### config.mk
export PLATFORM = sky130hd
export DESIGN_NAME = sae_top
export DESIGN_NICKNAME = d
export VERILOG_FILES = /design/src/logic/sae_pkg.sv /design/src/logic/sae_top.sv
export SDC_FILE = /design/constraint.sdc
export NUM_CORES = 1
export LEC_CHECK = 0
export BUFFER_PORTS_ARGS = -buffer_cell sky130_fd_sc_hd__buf_2
export CAP_MARGIN = 20
export CORE_ASPECT_RATIO = 2
export CORE_MARGIN = 2
export CORE_UTILIZATION = 38
export CTS_CLUSTER_SIZE = 25
export DETAILED_ROUTE_END_ITERATION = 10
export SLEW_MARGIN = 0
export SYNTH_ARGS = -nofsm -noshare
export SYNTH_HDL_FRONTEND = slang
export SYNTH_SLANG_ARGS = --single-unit
### constraint.sdc
create_clock -name pclk -period 2.2 [get_ports pclk]
set_input_delay 0.22 -clock pclk [delete_from_list [all_inputs] [get_ports pclk]]
set_output_delay 0.22 -clock pclk [all_outputs]
set_load 0.02 [all_outputs]
### src/logic/sae_pkg.sv
// constants, register layout and state types of the serial audio error-control block
//
// Notes on behaviour
// - rx_sign_extend set returns each receive word sign extended to 32 bits.
// - frame errors raise an error event only while frame_error_event_enable is set.
// - receive overflow raises an error event only while overflow_event_enable is set.
// - transmit underrun raises an error event only while underrun_event_enable is set.
// - overflow always keeps the queued word; tolerate_overflow keeps the engine running, otherwise overflow halts the engine.
// - tolerate_underrun sends zero words during underrun; otherwise underrun in framed operation halts the engine.
// - audio_codec_enable switches the engine from plain serial to audio codec framing.
// - mono_format in audio mode sends each word in both left and right slots.
// - audio_framing_select 00 I2S, 01 left, 10 right justified, 11 PCM/DSP.
// - audio enable, mono and framing fields take writes only while module disabled.
// - mono and framing fields are ignored unless audio_codec_enable is set.
// - unassigned bits of serial_control_two read zero and ignore writes.
// - rx_overflow_flag sets on discarded word; cleared by enable toggle or writing zero.
// - tx_underrun_flag only in framed operation; cleared by enable toggle or writing zero.
`default_nettype none

package sae_pkg;

    // ----------------------------------------------------------------
    // register map
    // ----------------------------------------------------------------
    localparam logic [7:0] SAE_OFS_CTRL2 = 8'h00;
    localparam logic [7:0] SAE_OFS_CTRL = 8'h04;
    localparam logic [7:0] SAE_OFS_FLAGS = 8'h08;
    localparam logic [7:0] SAE_OFS_RXDATA = 8'h0C;
    localparam logic [7:0] SAE_OFS_TXDATA = 8'h10;
    localparam logic [7:0] SAE_OFS_IRQ_STAT = 8'h14;
    localparam logic [7:0] SAE_OFS_IRQ_MASK = 8'h18;

    // writable bits of serial_control_two, split by write condition
    localparam logic [31:0] SAE_CTRL2_FREE_MASK = 32'h0000_9F00;
    localparam logic [31:0] SAE_CTRL2_LOCKED_MASK = 32'h0000_008B;
    localparam logic [31:0] SAE_CTRL2_RST = 32'h0000_0000;

    // control register fields
    localparam int SAE_CTRL_ENABLE_BIT = 0;
    localparam int SAE_CTRL_FRAMED_BIT = 1;

    // flag register fields
    localparam int SAE_FLAG_OVF_BIT = 0;
    localparam int SAE_FLAG_UDR_BIT = 1;
    localparam int SAE_FLAG_FERR_BIT = 2;

    // interrupt status / mask fields
    localparam int SAE_IRQ_RX_BIT = 0;
    localparam int SAE_IRQ_TX_BIT = 1;
    localparam int SAE_IRQ_ERR_BIT = 2;
    localparam int SAE_IRQ_W = 3;

    // link word
    localparam int SAE_WORD_W = 16;
    localparam logic [3:0] SAE_LAST_BIT = 4'hF;

    // audio framing codes
    localparam logic [1:0] SAE_FRAME_I2S = 2'h0;
    localparam logic [1:0] SAE_FRAME_LEFT = 2'h1;
    localparam logic [1:0] SAE_FRAME_RIGHT = 2'h2;
    localparam logic [1:0] SAE_FRAME_PCM = 2'h3;

    // ----------------------------------------------------------------
    // types
    // ----------------------------------------------------------------
    typedef struct packed {
        logic [15:0] zero_hi;
        logic rx_sign_extend;
        logic [1:0] zero_a;
        logic frame_error_event_enable;
        logic overflow_event_enable;
        logic underrun_event_enable;
        logic tolerate_overflow;
        logic tolerate_underrun;
        logic audio_codec_enable;
        logic [2:0] zero_b;
        logic mono_format;
        logic zero_c;
        logic [1:0] audio_framing_select;
    } sae_ctrl2_t;

    typedef enum logic [1:0] {SAE_IDLE, SAE_RUN, SAE_HALT} sae_eng_t;

    typedef struct packed {
        sae_ctrl2_t ctrl2;
        logic mod_en;
        logic framed_mode_enable;
        logic rx_overflow_flag;
        logic tx_underrun_flag;
        logic frame_error_flag;
        logic [15:0] rx_hold;
        logic rx_full;
        logic rd_rx;
        logic [15:0] tx_hold;
        logic tx_full;
        logic [15:0] tx_last;
        logic [15:0] rx_shift;
        logic [15:0] tx_shift;
        logic [3:0] bitcnt;
        logic loaded;
        logic skip;
        logic chan;
        sae_eng_t eng;
        logic [2:0] sck_s;
        logic [1:0] sdi_s;
        logic [2:0] fs_s;
        logic [2:0] irq_stat;
        logic [2:0] irq_mask;
        logic err_evt;
        logic irq;
        logic sdo;
        logic pready;
        logic pslverr;
        logic [31:0] prdata;
    } sae_state_t;

endpackage

`default_nettype wire

### src/logic/sae_top.sv
// serial audio error-control slice: registers, error gating and a compact link engine
`default_nettype none

module sae_top
    import sae_pkg::*;
(
    // clock and reset
    input wire logic pclk,
    input wire logic presetn,
    // apb slave
    input wire logic psel,
    input wire logic penable,
    input wire logic pwrite,
    input wire logic [7:0] paddr,
    input wire logic [31:0] pwdata,
    output logic [31:0] prdata,
    output logic pready,
    output logic pslverr,
    // serial link, inputs asynchronous to pclk, sdo registered on pclk
    input wire logic sck,
    input wire logic sdi,
    input wire logic fs,
    output logic sdo,
    // events
    output logic error_event,
    output logic irq
);

    // ----------------------------------------------------------------
    // helpers
    // ----------------------------------------------------------------
    function automatic logic [31:0] rx_word(input logic [15:0] w, input logic ext);
        rx_word = ext ? {{16{w[15]}}, w} : {16'h0000, w};
    endfunction

    function automatic logic addr_ok(input logic [7:0] a);
        addr_ok = (a == SAE_OFS_CTRL2) || (a == SAE_OFS_CTRL) || (a == SAE_OFS_FLAGS) ||
                  (a == SAE_OFS_RXDATA) || (a == SAE_OFS_TXDATA) ||
                  (a == SAE_OFS_IRQ_STAT) || (a == SAE_OFS_IRQ_MASK);
    endfunction

    sae_state_t s_ff;
    sae_state_t nxt_s;

    // ----------------------------------------------------------------
    // next state
    // ----------------------------------------------------------------
    always_comb
    begin
        logic setup;
        logic acc;
        logic sck_rise;
        logic sck_fall;
        logic fs_evt;
        logic audio;
        logic framed;
        logic [1:0] fmode;
        logic [31:0] rd;
        logic [31:0] c2;
        logic [15:0] word;
        logic popped;
        logic stored;
        logic err_now;
        setup = psel && !penable;
        acc = psel && penable && s_ff.pready;
        sck_rise = s_ff.sck_s[1] && !s_ff.sck_s[2];
        sck_fall = !s_ff.sck_s[1] && s_ff.sck_s[2];
        audio = s_ff.ctrl2.audio_codec_enable;
        fmode = audio ? s_ff.ctrl2.audio_framing_select : SAE_FRAME_PCM;
        framed = audio || s_ff.framed_mode_enable;
        // lr-clock framings start a slot on either edge, pulse framings on the rise
        fs_evt = framed && ((s_ff.fs_s[1] && !s_ff.fs_s[2]) ||
                 (fmode != SAE_FRAME_PCM && !s_ff.fs_s[1] && s_ff.fs_s[2]));
        rd = 32'h0000_0000;
        c2 = 32'h0000_0000;
        word = 16'h0000;
        popped = 1'b0;
        stored = 1'b0;
        nxt_s = s_ff;

        // synchronisers: two stages on sdi; sck and fs add a third stage, and edges are detected on stages 1 and 2
        nxt_s.sck_s = {s_ff.sck_s[1:0], sck};
        nxt_s.sdi_s = {s_ff.sdi_s[0], sdi};
        nxt_s.fs_s = {s_ff.fs_s[1:0], fs};

        // ------------------------------------------------------------
        // apb: zero wait states, answer in the first access cycle
        // ------------------------------------------------------------
        nxt_s.pready = 1'b0;
        nxt_s.pslverr = 1'b0;
        if (setup)
        begin
            unique case (paddr)
                SAE_OFS_CTRL2: rd = s_ff.ctrl2;
                SAE_OFS_CTRL: rd = {30'h0000_0000, s_ff.framed_mode_enable, s_ff.mod_en};
                SAE_OFS_FLAGS: rd = {29'h0000_0000, s_ff.frame_error_flag,
                                     s_ff.tx_underrun_flag, s_ff.rx_overflow_flag};
                SAE_OFS_RXDATA: rd = rx_word(s_ff.rx_hold, s_ff.ctrl2.rx_sign_extend);
                SAE_OFS_IRQ_STAT: rd = {29'h0000_0000, s_ff.irq_stat};
                SAE_OFS_IRQ_MASK: rd = {29'h0000_0000, s_ff.irq_mask};
                default: rd = 32'h0000_0000;
            endcase
            nxt_s.pready = 1'b1;
            nxt_s.pslverr = !addr_ok(paddr);
            nxt_s.prdata = rd;
            nxt_s.rd_rx = !pwrite && paddr == SAE_OFS_RXDATA && s_ff.rx_full;
        end

        // clears first, so a hardware set later in this process wins
        if (acc && !pwrite)
        begin
            if (paddr == SAE_OFS_IRQ_STAT)
            begin
                // only the bits that were actually reported are cleared
                nxt_s.irq_stat = s_ff.irq_stat & ~s_ff.prdata[SAE_IRQ_W-1:0];
            end
            if (paddr == SAE_OFS_RXDATA && s_ff.rd_rx)
            begin
                nxt_s.rx_full = 1'b0;
            end
        end
        if (acc && pwrite)
        begin
            unique case (paddr)
                SAE_OFS_CTRL2:
                begin
                    c2 = s_ff.ctrl2;
                    c2 = (c2 & ~SAE_CTRL2_FREE_MASK) | (pwdata & SAE_CTRL2_FREE_MASK);
                    if (!s_ff.mod_en)
                    begin
                        c2 = (c2 & ~SAE_CTRL2_LOCKED_MASK) | (pwdata & SAE_CTRL2_LOCKED_MASK);
                    end
                    nxt_s.ctrl2 = c2;
                end
                SAE_OFS_CTRL:
                begin
                    nxt_s.mod_en = pwdata[SAE_CTRL_ENABLE_BIT];
                    nxt_s.framed_mode_enable = pwdata[SAE_CTRL_FRAMED_BIT];
                end
                SAE_OFS_FLAGS:
                begin
                    // writing zero clears, writing one leaves the flag alone
                    if (!pwdata[SAE_FLAG_OVF_BIT])
                    begin
                        nxt_s.rx_overflow_flag = 1'b0;
                    end
                    if (!pwdata[SAE_FLAG_UDR_BIT])
                    begin
                        nxt_s.tx_underrun_flag = 1'b0;
                    end
                    if (!pwdata[SAE_FLAG_FERR_BIT])
                    begin
                        nxt_s.frame_error_flag = 1'b0;
                    end
                end
                SAE_OFS_TXDATA:
                begin
                    // a write into a full holding register overwrites it
                    nxt_s.tx_hold = pwdata[SAE_WORD_W-1:0];
                    nxt_s.tx_full = 1'b1;
                end
                SAE_OFS_IRQ_MASK: nxt_s.irq_mask = pwdata[SAE_IRQ_W-1:0];
                default: nxt_s.irq_mask = s_ff.irq_mask;
            endcase
        end

        // ------------------------------------------------------------
        // link engine
        // ------------------------------------------------------------
        if (!s_ff.mod_en)
        begin
            // disabled acts as soft reset: flags, queues and engine
            nxt_s.eng = SAE_IDLE;
            nxt_s.rx_overflow_flag = 1'b0;
            nxt_s.tx_underrun_flag = 1'b0;
            nxt_s.frame_error_flag = 1'b0;
            nxt_s.rx_full = 1'b0;
            nxt_s.tx_full = 1'b0;
            nxt_s.bitcnt = 4'h0;
            nxt_s.loaded = 1'b0;
            nxt_s.skip = 1'b0;
            nxt_s.chan = 1'b0;
            nxt_s.tx_shift = 16'h0000;
        end
        else if (s_ff.eng == SAE_IDLE)
        begin
            nxt_s.eng = SAE_RUN;
        end
        else if (s_ff.eng == SAE_RUN)
        begin
            if (fs_evt)
            begin
                if (s_ff.bitcnt != 4'h0)
                begin
                    nxt_s.frame_error_flag = 1'b1;
                end
                nxt_s.bitcnt = 4'h0;
                nxt_s.loaded = 1'b0;
                // i2s data starts one bit clock after the word-select edge
                nxt_s.skip = (fmode == SAE_FRAME_I2S);
                if (fmode == SAE_FRAME_PCM)
                begin
                    nxt_s.chan = audio ? !s_ff.chan : 1'b0;
                end
                else if (fmode == SAE_FRAME_I2S)
                begin
                    nxt_s.chan = s_ff.fs_s[1];
                end
                else
                begin
                    nxt_s.chan = !s_ff.fs_s[1];
                end
            end
            if (sck_rise)
            begin
                if (s_ff.skip)
                begin
                    nxt_s.skip = 1'b0;
                end
                else
                begin
                    nxt_s.rx_shift = {s_ff.rx_shift[14:0], s_ff.sdi_s[1]};
                    nxt_s.bitcnt = 4'(s_ff.bitcnt + 4'h1);
                    if (s_ff.bitcnt == SAE_LAST_BIT)
                    begin
                        nxt_s.bitcnt = 4'h0;
                        nxt_s.loaded = 1'b0;
                        if (!framed)
                        begin
                            nxt_s.chan = 1'b0;
                        end
                        else if (fmode == SAE_FRAME_PCM && audio)
                        begin
                            nxt_s.chan = !s_ff.chan;
                        end
                        if (s_ff.rx_full)
                        begin
                            // new word is dropped, queued word survives
                            nxt_s.rx_overflow_flag = 1'b1;
                            if (!s_ff.ctrl2.tolerate_overflow)
                            begin
                                nxt_s.eng = SAE_HALT;
                            end
                        end
                        else
                        begin
                            nxt_s.rx_hold = {s_ff.rx_shift[14:0], s_ff.sdi_s[1]};
                            nxt_s.rx_full = 1'b1;
                            stored = 1'b1;
                        end
                    end
                end
            end
            if (sck_fall && nxt_s.eng == SAE_RUN)
            begin
                if (!nxt_s.loaded)
                begin
                    nxt_s.loaded = 1'b1;
                    if (audio && s_ff.ctrl2.mono_format && nxt_s.chan)
                    begin
                        word = s_ff.tx_last;
                    end
                    else if (s_ff.tx_full)
                    begin
                        word = s_ff.tx_hold;
                        popped = 1'b1;
                    end
                    else
                    begin
                        // underrun: only framed operation reports it
                        word = 16'h0000;
                        if (framed)
                        begin
                            nxt_s.tx_underrun_flag = 1'b1;
                            if (!s_ff.ctrl2.tolerate_underrun)
                            begin
                                nxt_s.eng = SAE_HALT;
                            end
                        end
                    end
                    nxt_s.tx_last = word;
                    nxt_s.tx_shift = word;
                end
                else if (s_ff.bitcnt != 4'h0)
                begin
                    nxt_s.tx_shift = {s_ff.tx_shift[14:0], 1'b0};
                end
            end
            if (popped && !(acc && pwrite && paddr == SAE_OFS_TXDATA))
            begin
                nxt_s.tx_full = 1'b0;
            end
        end
        // a halted engine waits for the module to be disabled

        nxt_s.sdo = (nxt_s.eng == SAE_RUN) ? nxt_s.tx_shift[15] : 1'b0;

        // ------------------------------------------------------------
        // error event and interrupt
        // ------------------------------------------------------------
        err_now = (nxt_s.frame_error_flag && nxt_s.ctrl2.frame_error_event_enable) ||
                  (nxt_s.rx_overflow_flag && nxt_s.ctrl2.overflow_event_enable) ||
                  (nxt_s.tx_underrun_flag && nxt_s.ctrl2.underrun_event_enable);
        nxt_s.err_evt = err_now;
        if (stored)
        begin
            nxt_s.irq_stat[SAE_IRQ_RX_BIT] = 1'b1;
        end
        if (popped)
        begin
            nxt_s.irq_stat[SAE_IRQ_TX_BIT] = 1'b1;
        end
        if (err_now && !s_ff.err_evt)
        begin
            nxt_s.irq_stat[SAE_IRQ_ERR_BIT] = 1'b1;
        end
        nxt_s.irq = |(nxt_s.irq_stat & nxt_s.irq_mask);
    end

    // ----------------------------------------------------------------
    // state register
    // ----------------------------------------------------------------
    always_ff @(posedge pclk or negedge presetn)
    begin
        if (!presetn)
        begin
            s_ff <= '0;
        end
        else
        begin
            s_ff <= nxt_s;
        end
    end

    assign prdata = s_ff.prdata;
    assign pready = s_ff.pready;
    assign pslverr = s_ff.pslverr;
    assign sdo = s_ff.sdo;
    assign error_event = s_ff.err_evt;
    assign irq = s_ff.irq;

endmodule

`default_nettype wire

### After elaboration in Yosys (flattened, before gate mapping)

Cells that the tools add are included.

* bits in read-only memories: 0
* memories: 0
* bits in latches: 0
* bits in writable memories: 0
* register bits after elaboration: 180

* mux-type cells: 99
* $lt $le $gt $ge: 0
* add/subtract/negate cells: 1
* shift operators: 0
* reductions and logical operators: 57
* $mul: 0
* equal/unequal tests: 16
* bitwise gates (word level): 9
* divide/modulo/power cells: 0

Operators by type and width (count)
* 32-bit one-hot mux with 6 select lines: 1
* 16-bit 2-to-1 mux: 9
* 17-bit 2-to-1 mux: 4
* 32-bit 2-to-1 mux: 2
* 58-bit 2-to-1 mux: 1
* 56-bit 2-to-1 mux: 1
* 1-bit 2-to-1 mux: 49
* 20-bit 2-to-1 mux: 2
* 9-bit 2-to-1 mux: 4
* 34-bit 2-to-1 mux: 1
* 32-bit by 16-bit OR with 32-bit output: 1
* 32-bit by 8-bit OR with 32-bit output: 1
* 25-bit 2-to-1 mux: 1
* 8-bit by 5-bit equality test with 1-bit output (second input constant): 3
* 1-bit logical AND: 24
* 3-bit 2-to-1 mux: 8
* 2-bit 2-to-1 mux: 11
* 18-bit 2-to-1 mux: 1
* 8-bit by 4-bit equality test with 1-bit output (second input constant): 2
* 13-bit 2-to-1 mux: 1
* 1-bit logical NOT: 10
* 1-bit logical OR: 10
* 5-bit 2-to-1 mux: 2
* 5-bit AND reduction: 2
* 19 further kinds: 31

### Longest topological paths before layout

* depth in word-level cells: 29
* depth in mapped cells: 10
* mapped depth without buffers: 8

### Least setup slack after synthesis

No wires, ideal clock.

* path type: register -> register
* from: reg s_ff[56] (netlist name)
* to: reg s_ff[100] (netlist name)
* slack: -165 ps
* stages on the path, launching flop included: 10
* buffers on the path: 1
* clock period less this slack: 2365 ps
* arrival time: 2240 ps
* path through: dfrtp_1 -> ha_1 -> and3_1 -> nor2b_1 -> and2_1 -> o311a_1 -> a2bb2oi_4 -> nand3_4 -> buf_6 -> mux2_4

* word-level cells in the longest chain between the ends: 10
* elaborated cells on any way between the ends: 15
* those cells by class: eq/ne (2); mux (9); bitwise (1); reduce/logical (3)

RTL lines
* start, declared: RTL line sae_top.sv:42 `sae_state_t s_ff;`
* start signal, assigned: RTL line sae_top.sv:331 `s_ff <= nxt_s;`
* 4-bit equality test (*): RTL line sae_top.sv:224 `if (s_ff.bitcnt == SAE_LAST_BIT)`
* 3-bit 2-to-1 mux: RTL line sae_top.sv:224
* 3-bit 2-to-1 mux: RTL line sae_top.sv:216 `if (s_ff.skip)`
* 9-bit 2-to-1 mux (*): RTL line sae_top.sv:214 `if (sck_rise)`
* 9-bit 2-to-1 mux (*): RTL line sae_top.sv:189 `else if (s_ff.eng == SAE_RUN)`
* 9-bit 2-to-1 mux (*): RTL line sae_top.sv:185 `else if (s_ff.eng == SAE_IDLE)`
* 9-bit 2-to-1 mux (*): RTL line sae_top.sv:170 `if (!s_ff.mod_en)`
* 2-bit by 1-bit equality test with 1-bit output: RTL line sae_top.sv:254 `if (sck_fall && nxt_s.eng == SAE_RUN)`
* 1-bit logical AND: RTL line sae_top.sv:254
* 5-bit AND reduction (no source line)

Every way passes the cells marked *; elsewhere a longest branch is shown, timed or not. The select of a mux whose other input is x is not followed.
A chain may end at the register's enable or synchronous reset.

### Final worst setup path

* from: reg s_ff[57] (netlist name)
* to: reg s_ff[99] (netlist name)

Same word-level chain as after synthesis.

==> reports/metrics.cfg <==
[run_status]
status = finished with violations
violations = setup timing

[placed_design]
placed_cells = 836
globalplace.congestion = 0.870
dp_hpwl_um = 12000
pre_cts_ws_ps = -403
io_buffers = 68
place_area_mm2 = 0.00751

[global_routing]
grt_pass1_vias = 4955
track_usage = 0.182
overflow = 0
grt_max_degree = 49
grt_first_pass_wirelength_um = 26400
antenna_found_initial = 0

[routing]
wirelength_um = 16600
drc = 0
firstDrtPassIters = 4
drt_iter0_drc = 247
wire_per_inst_um = 18.8
ant_nets = 0
vias_per_cell = 5.31
vias = 4687

[sta]
setup_tns_ps = -2300
worst_pin_slew_ps = 511
slew_headroom = 0.655
rsz0062_at_grt = yes
post-route-period-util = 1.06
hold_viol = 0
setup_viol_count_final = 31
min_period_ps = 2320
worst_slack_ps = -123
maxSlewViolCount = 0
fmax_mhz = 430
finalClockSkew_ps = 11.3

[yosys]
syn_area_mm2 = 0.00662
syn_area_per_cell_um2 = 12.1
yosys_warnings = 0
ys_seq_elements = 143
synth_edf_count = 0
netlist_instances = 549
synth_fp_nets = 599
async_flop_share = 1.00
netlist-cell-type-count = 61
synth_top_area_frac = 0.540
synthFlopType = dfrtp_1
synth_area_leaders = dfrtp_1, mux2_2, buf_4
synth_top_area_cell = dfrtp_1
yosysSeqAreaShare = 0.540

[worst_setup_path]
max_stage_delay_ps = 380
required_ps = 2510
start_kind = flip-flop
cp_slowest_cell = dfrtp_1
cp.buffers_inverters = 2
crit_chain = ha_2 > and3_4 > nor2b_4 > and2_4 > o311a_4 > a2bb2oi_4 > buf_12 > nand3_4 > clkbuf_16 > mux2_4
path_class = flip-flop to flip-flop
arrival_ps = 2630
cpLargestDelayFamily = simple AND/OR/NAND/NOR gates
worstPathMaxFanout = 7
cp-startpoint = s_ff[57]
reg2reg_from = s_ff[57]
end_kind = flip-flop

[floorplan]
row_count = 68
die_width_um = 97.3
io_pins = 85
core_area_mm2 = 0.0172
die_h_um = 191
die_area_mm2 = 0.0186
start_util = 0.385

[pwr]
power_density_mw_per_mm2 = 840
leakage_nw = 4.14
ir_drop_mv = 0.511
finalPower_mw = 7.15

[hold_path]
hp-start = pwdata[14]
hold_path.class = input pin to flip-flop

[clock_tree]
cts_buffers = 17
cts_tree = built
h-tree-depth = 4
cts.path.max_buffers = 2
root_buffer = clkbuf_16
path_clk_slew_ps = 60
clk_latency_ps = 420
clock_sinks = 143

[layout]
finalInstanceArea_mm2 = 0.00851
nNetsFinal = 710
final_common_cell = dfrtp_1
fillers = 1528
final_layout_size_suffix_gt1_frac = 0.426
final_cells = 883
antenna_cells = 0
syn_to_final_growth_pct = 28.6
final_cell_mix = dfrtp_1, buf_2, mux2_2

[job]
maxCapViolCount = 0

==> synth_stat cells, types with 4 or more instances <==
cell      number
a22oi_1       22
nand2b_1       4
a21oi_1        8
buf_2         11
nor2b_1        8
nand2_1       31
mux2i_1       16
o21ai_0       22
nand3_1       10
a221oi_1       8
clkbuf_1      10
and2_1        21
mux2_4        10
dfrtp_1      143
buf_4         34
nor4_1         5
inv_1         11
mux2_2        65
nor2_1        33
==> per-layer routing <==
metal | up-vias | track usage | routed length (µm)
li1 | 2165 | - | -
met1 | 2383 | 0.196 | 6240
met2 | 107 | 0.342 | 9260
met3 | 32 | 0.0293 | 533
met4 | 0 | 0.0903 | 561
met5 | - | 0 | 0
==> final cells by class <==
cell class | instances | area, µm² | area share
clock buffers | 19 | 443 | 0.0520
clock inverters | 13 | 196 | 0.0231
inverters | 11 | 41.3 | 0.00485
multi-input cells | 338 | 2840 | 0.333
flip-flops and latches | 143 | 3580 | 0.420
well taps | 210 | 263 | 0.0309
repair buffers | 149 | 1150 | 0.136
==> flip-flops by register name, summed over array words and instances, names as in the netlist <==
register and count:
s_ff 115, prdata 18, nxt_s 5, error_event 1
irq 1, pready 1, pslverr 1, sdo 1
==> power by group <==
part / switching (mW) / total [mW] / internal [mW]
sequential: 0.169 / 3.04 / 2.87
clock: 1.17 / 3.12 / 1.95
combinational: 0.500 / 0.989 / 0.489
total: 1.84 / 7.15 / 5.31
==> stage by stage <==
stage / utilization / hold WS (ps)
after floorplan: - / -75.6
after global placement: 0.437 / 157
after detailed placement: 0.437 / 163
after CTS: 0.480 / 9.66
after global routing: 0.495 / 25.8
final: 0.495 / 20.5
==> repair_timing <==
item,CTS,global route
gates resized for setup,15,32
buffers inserted,2,7
cloned,0,2
hold buffers,4,0
endpoints found under the hold margin,39,0
pin swaps,2,5
endpoints found under the setup margin,52,56
==> cell families (layout without fill, tap and decap cells) <==
group	count (synthesis)	in the layout	share of synthesized area
xor+xnor	1	1	0.00132
flops	143	143	0.540
compound gates	99	99	0.112
mux	94	94	0.163
buf+inv	68	192	0.0622
simple gates	142	142	0.118
fa+ha+maj	2	2	0.00378
==> worst paths after layout <==
kind	end	slack [ps]	cells after the start
setup / recovery	s_ff[99]	-120	10
max in group asynchronous	s_ff[163]	1230	3
hold / removal	s_ff[123]	20	2
setup reg to reg	s_ff[99]	-120	10
hold reg to reg	nxt_s[45]	350	0
min in group asynchronous	nxt_s[45]	290	2
(Power assumes the default switching activity.)
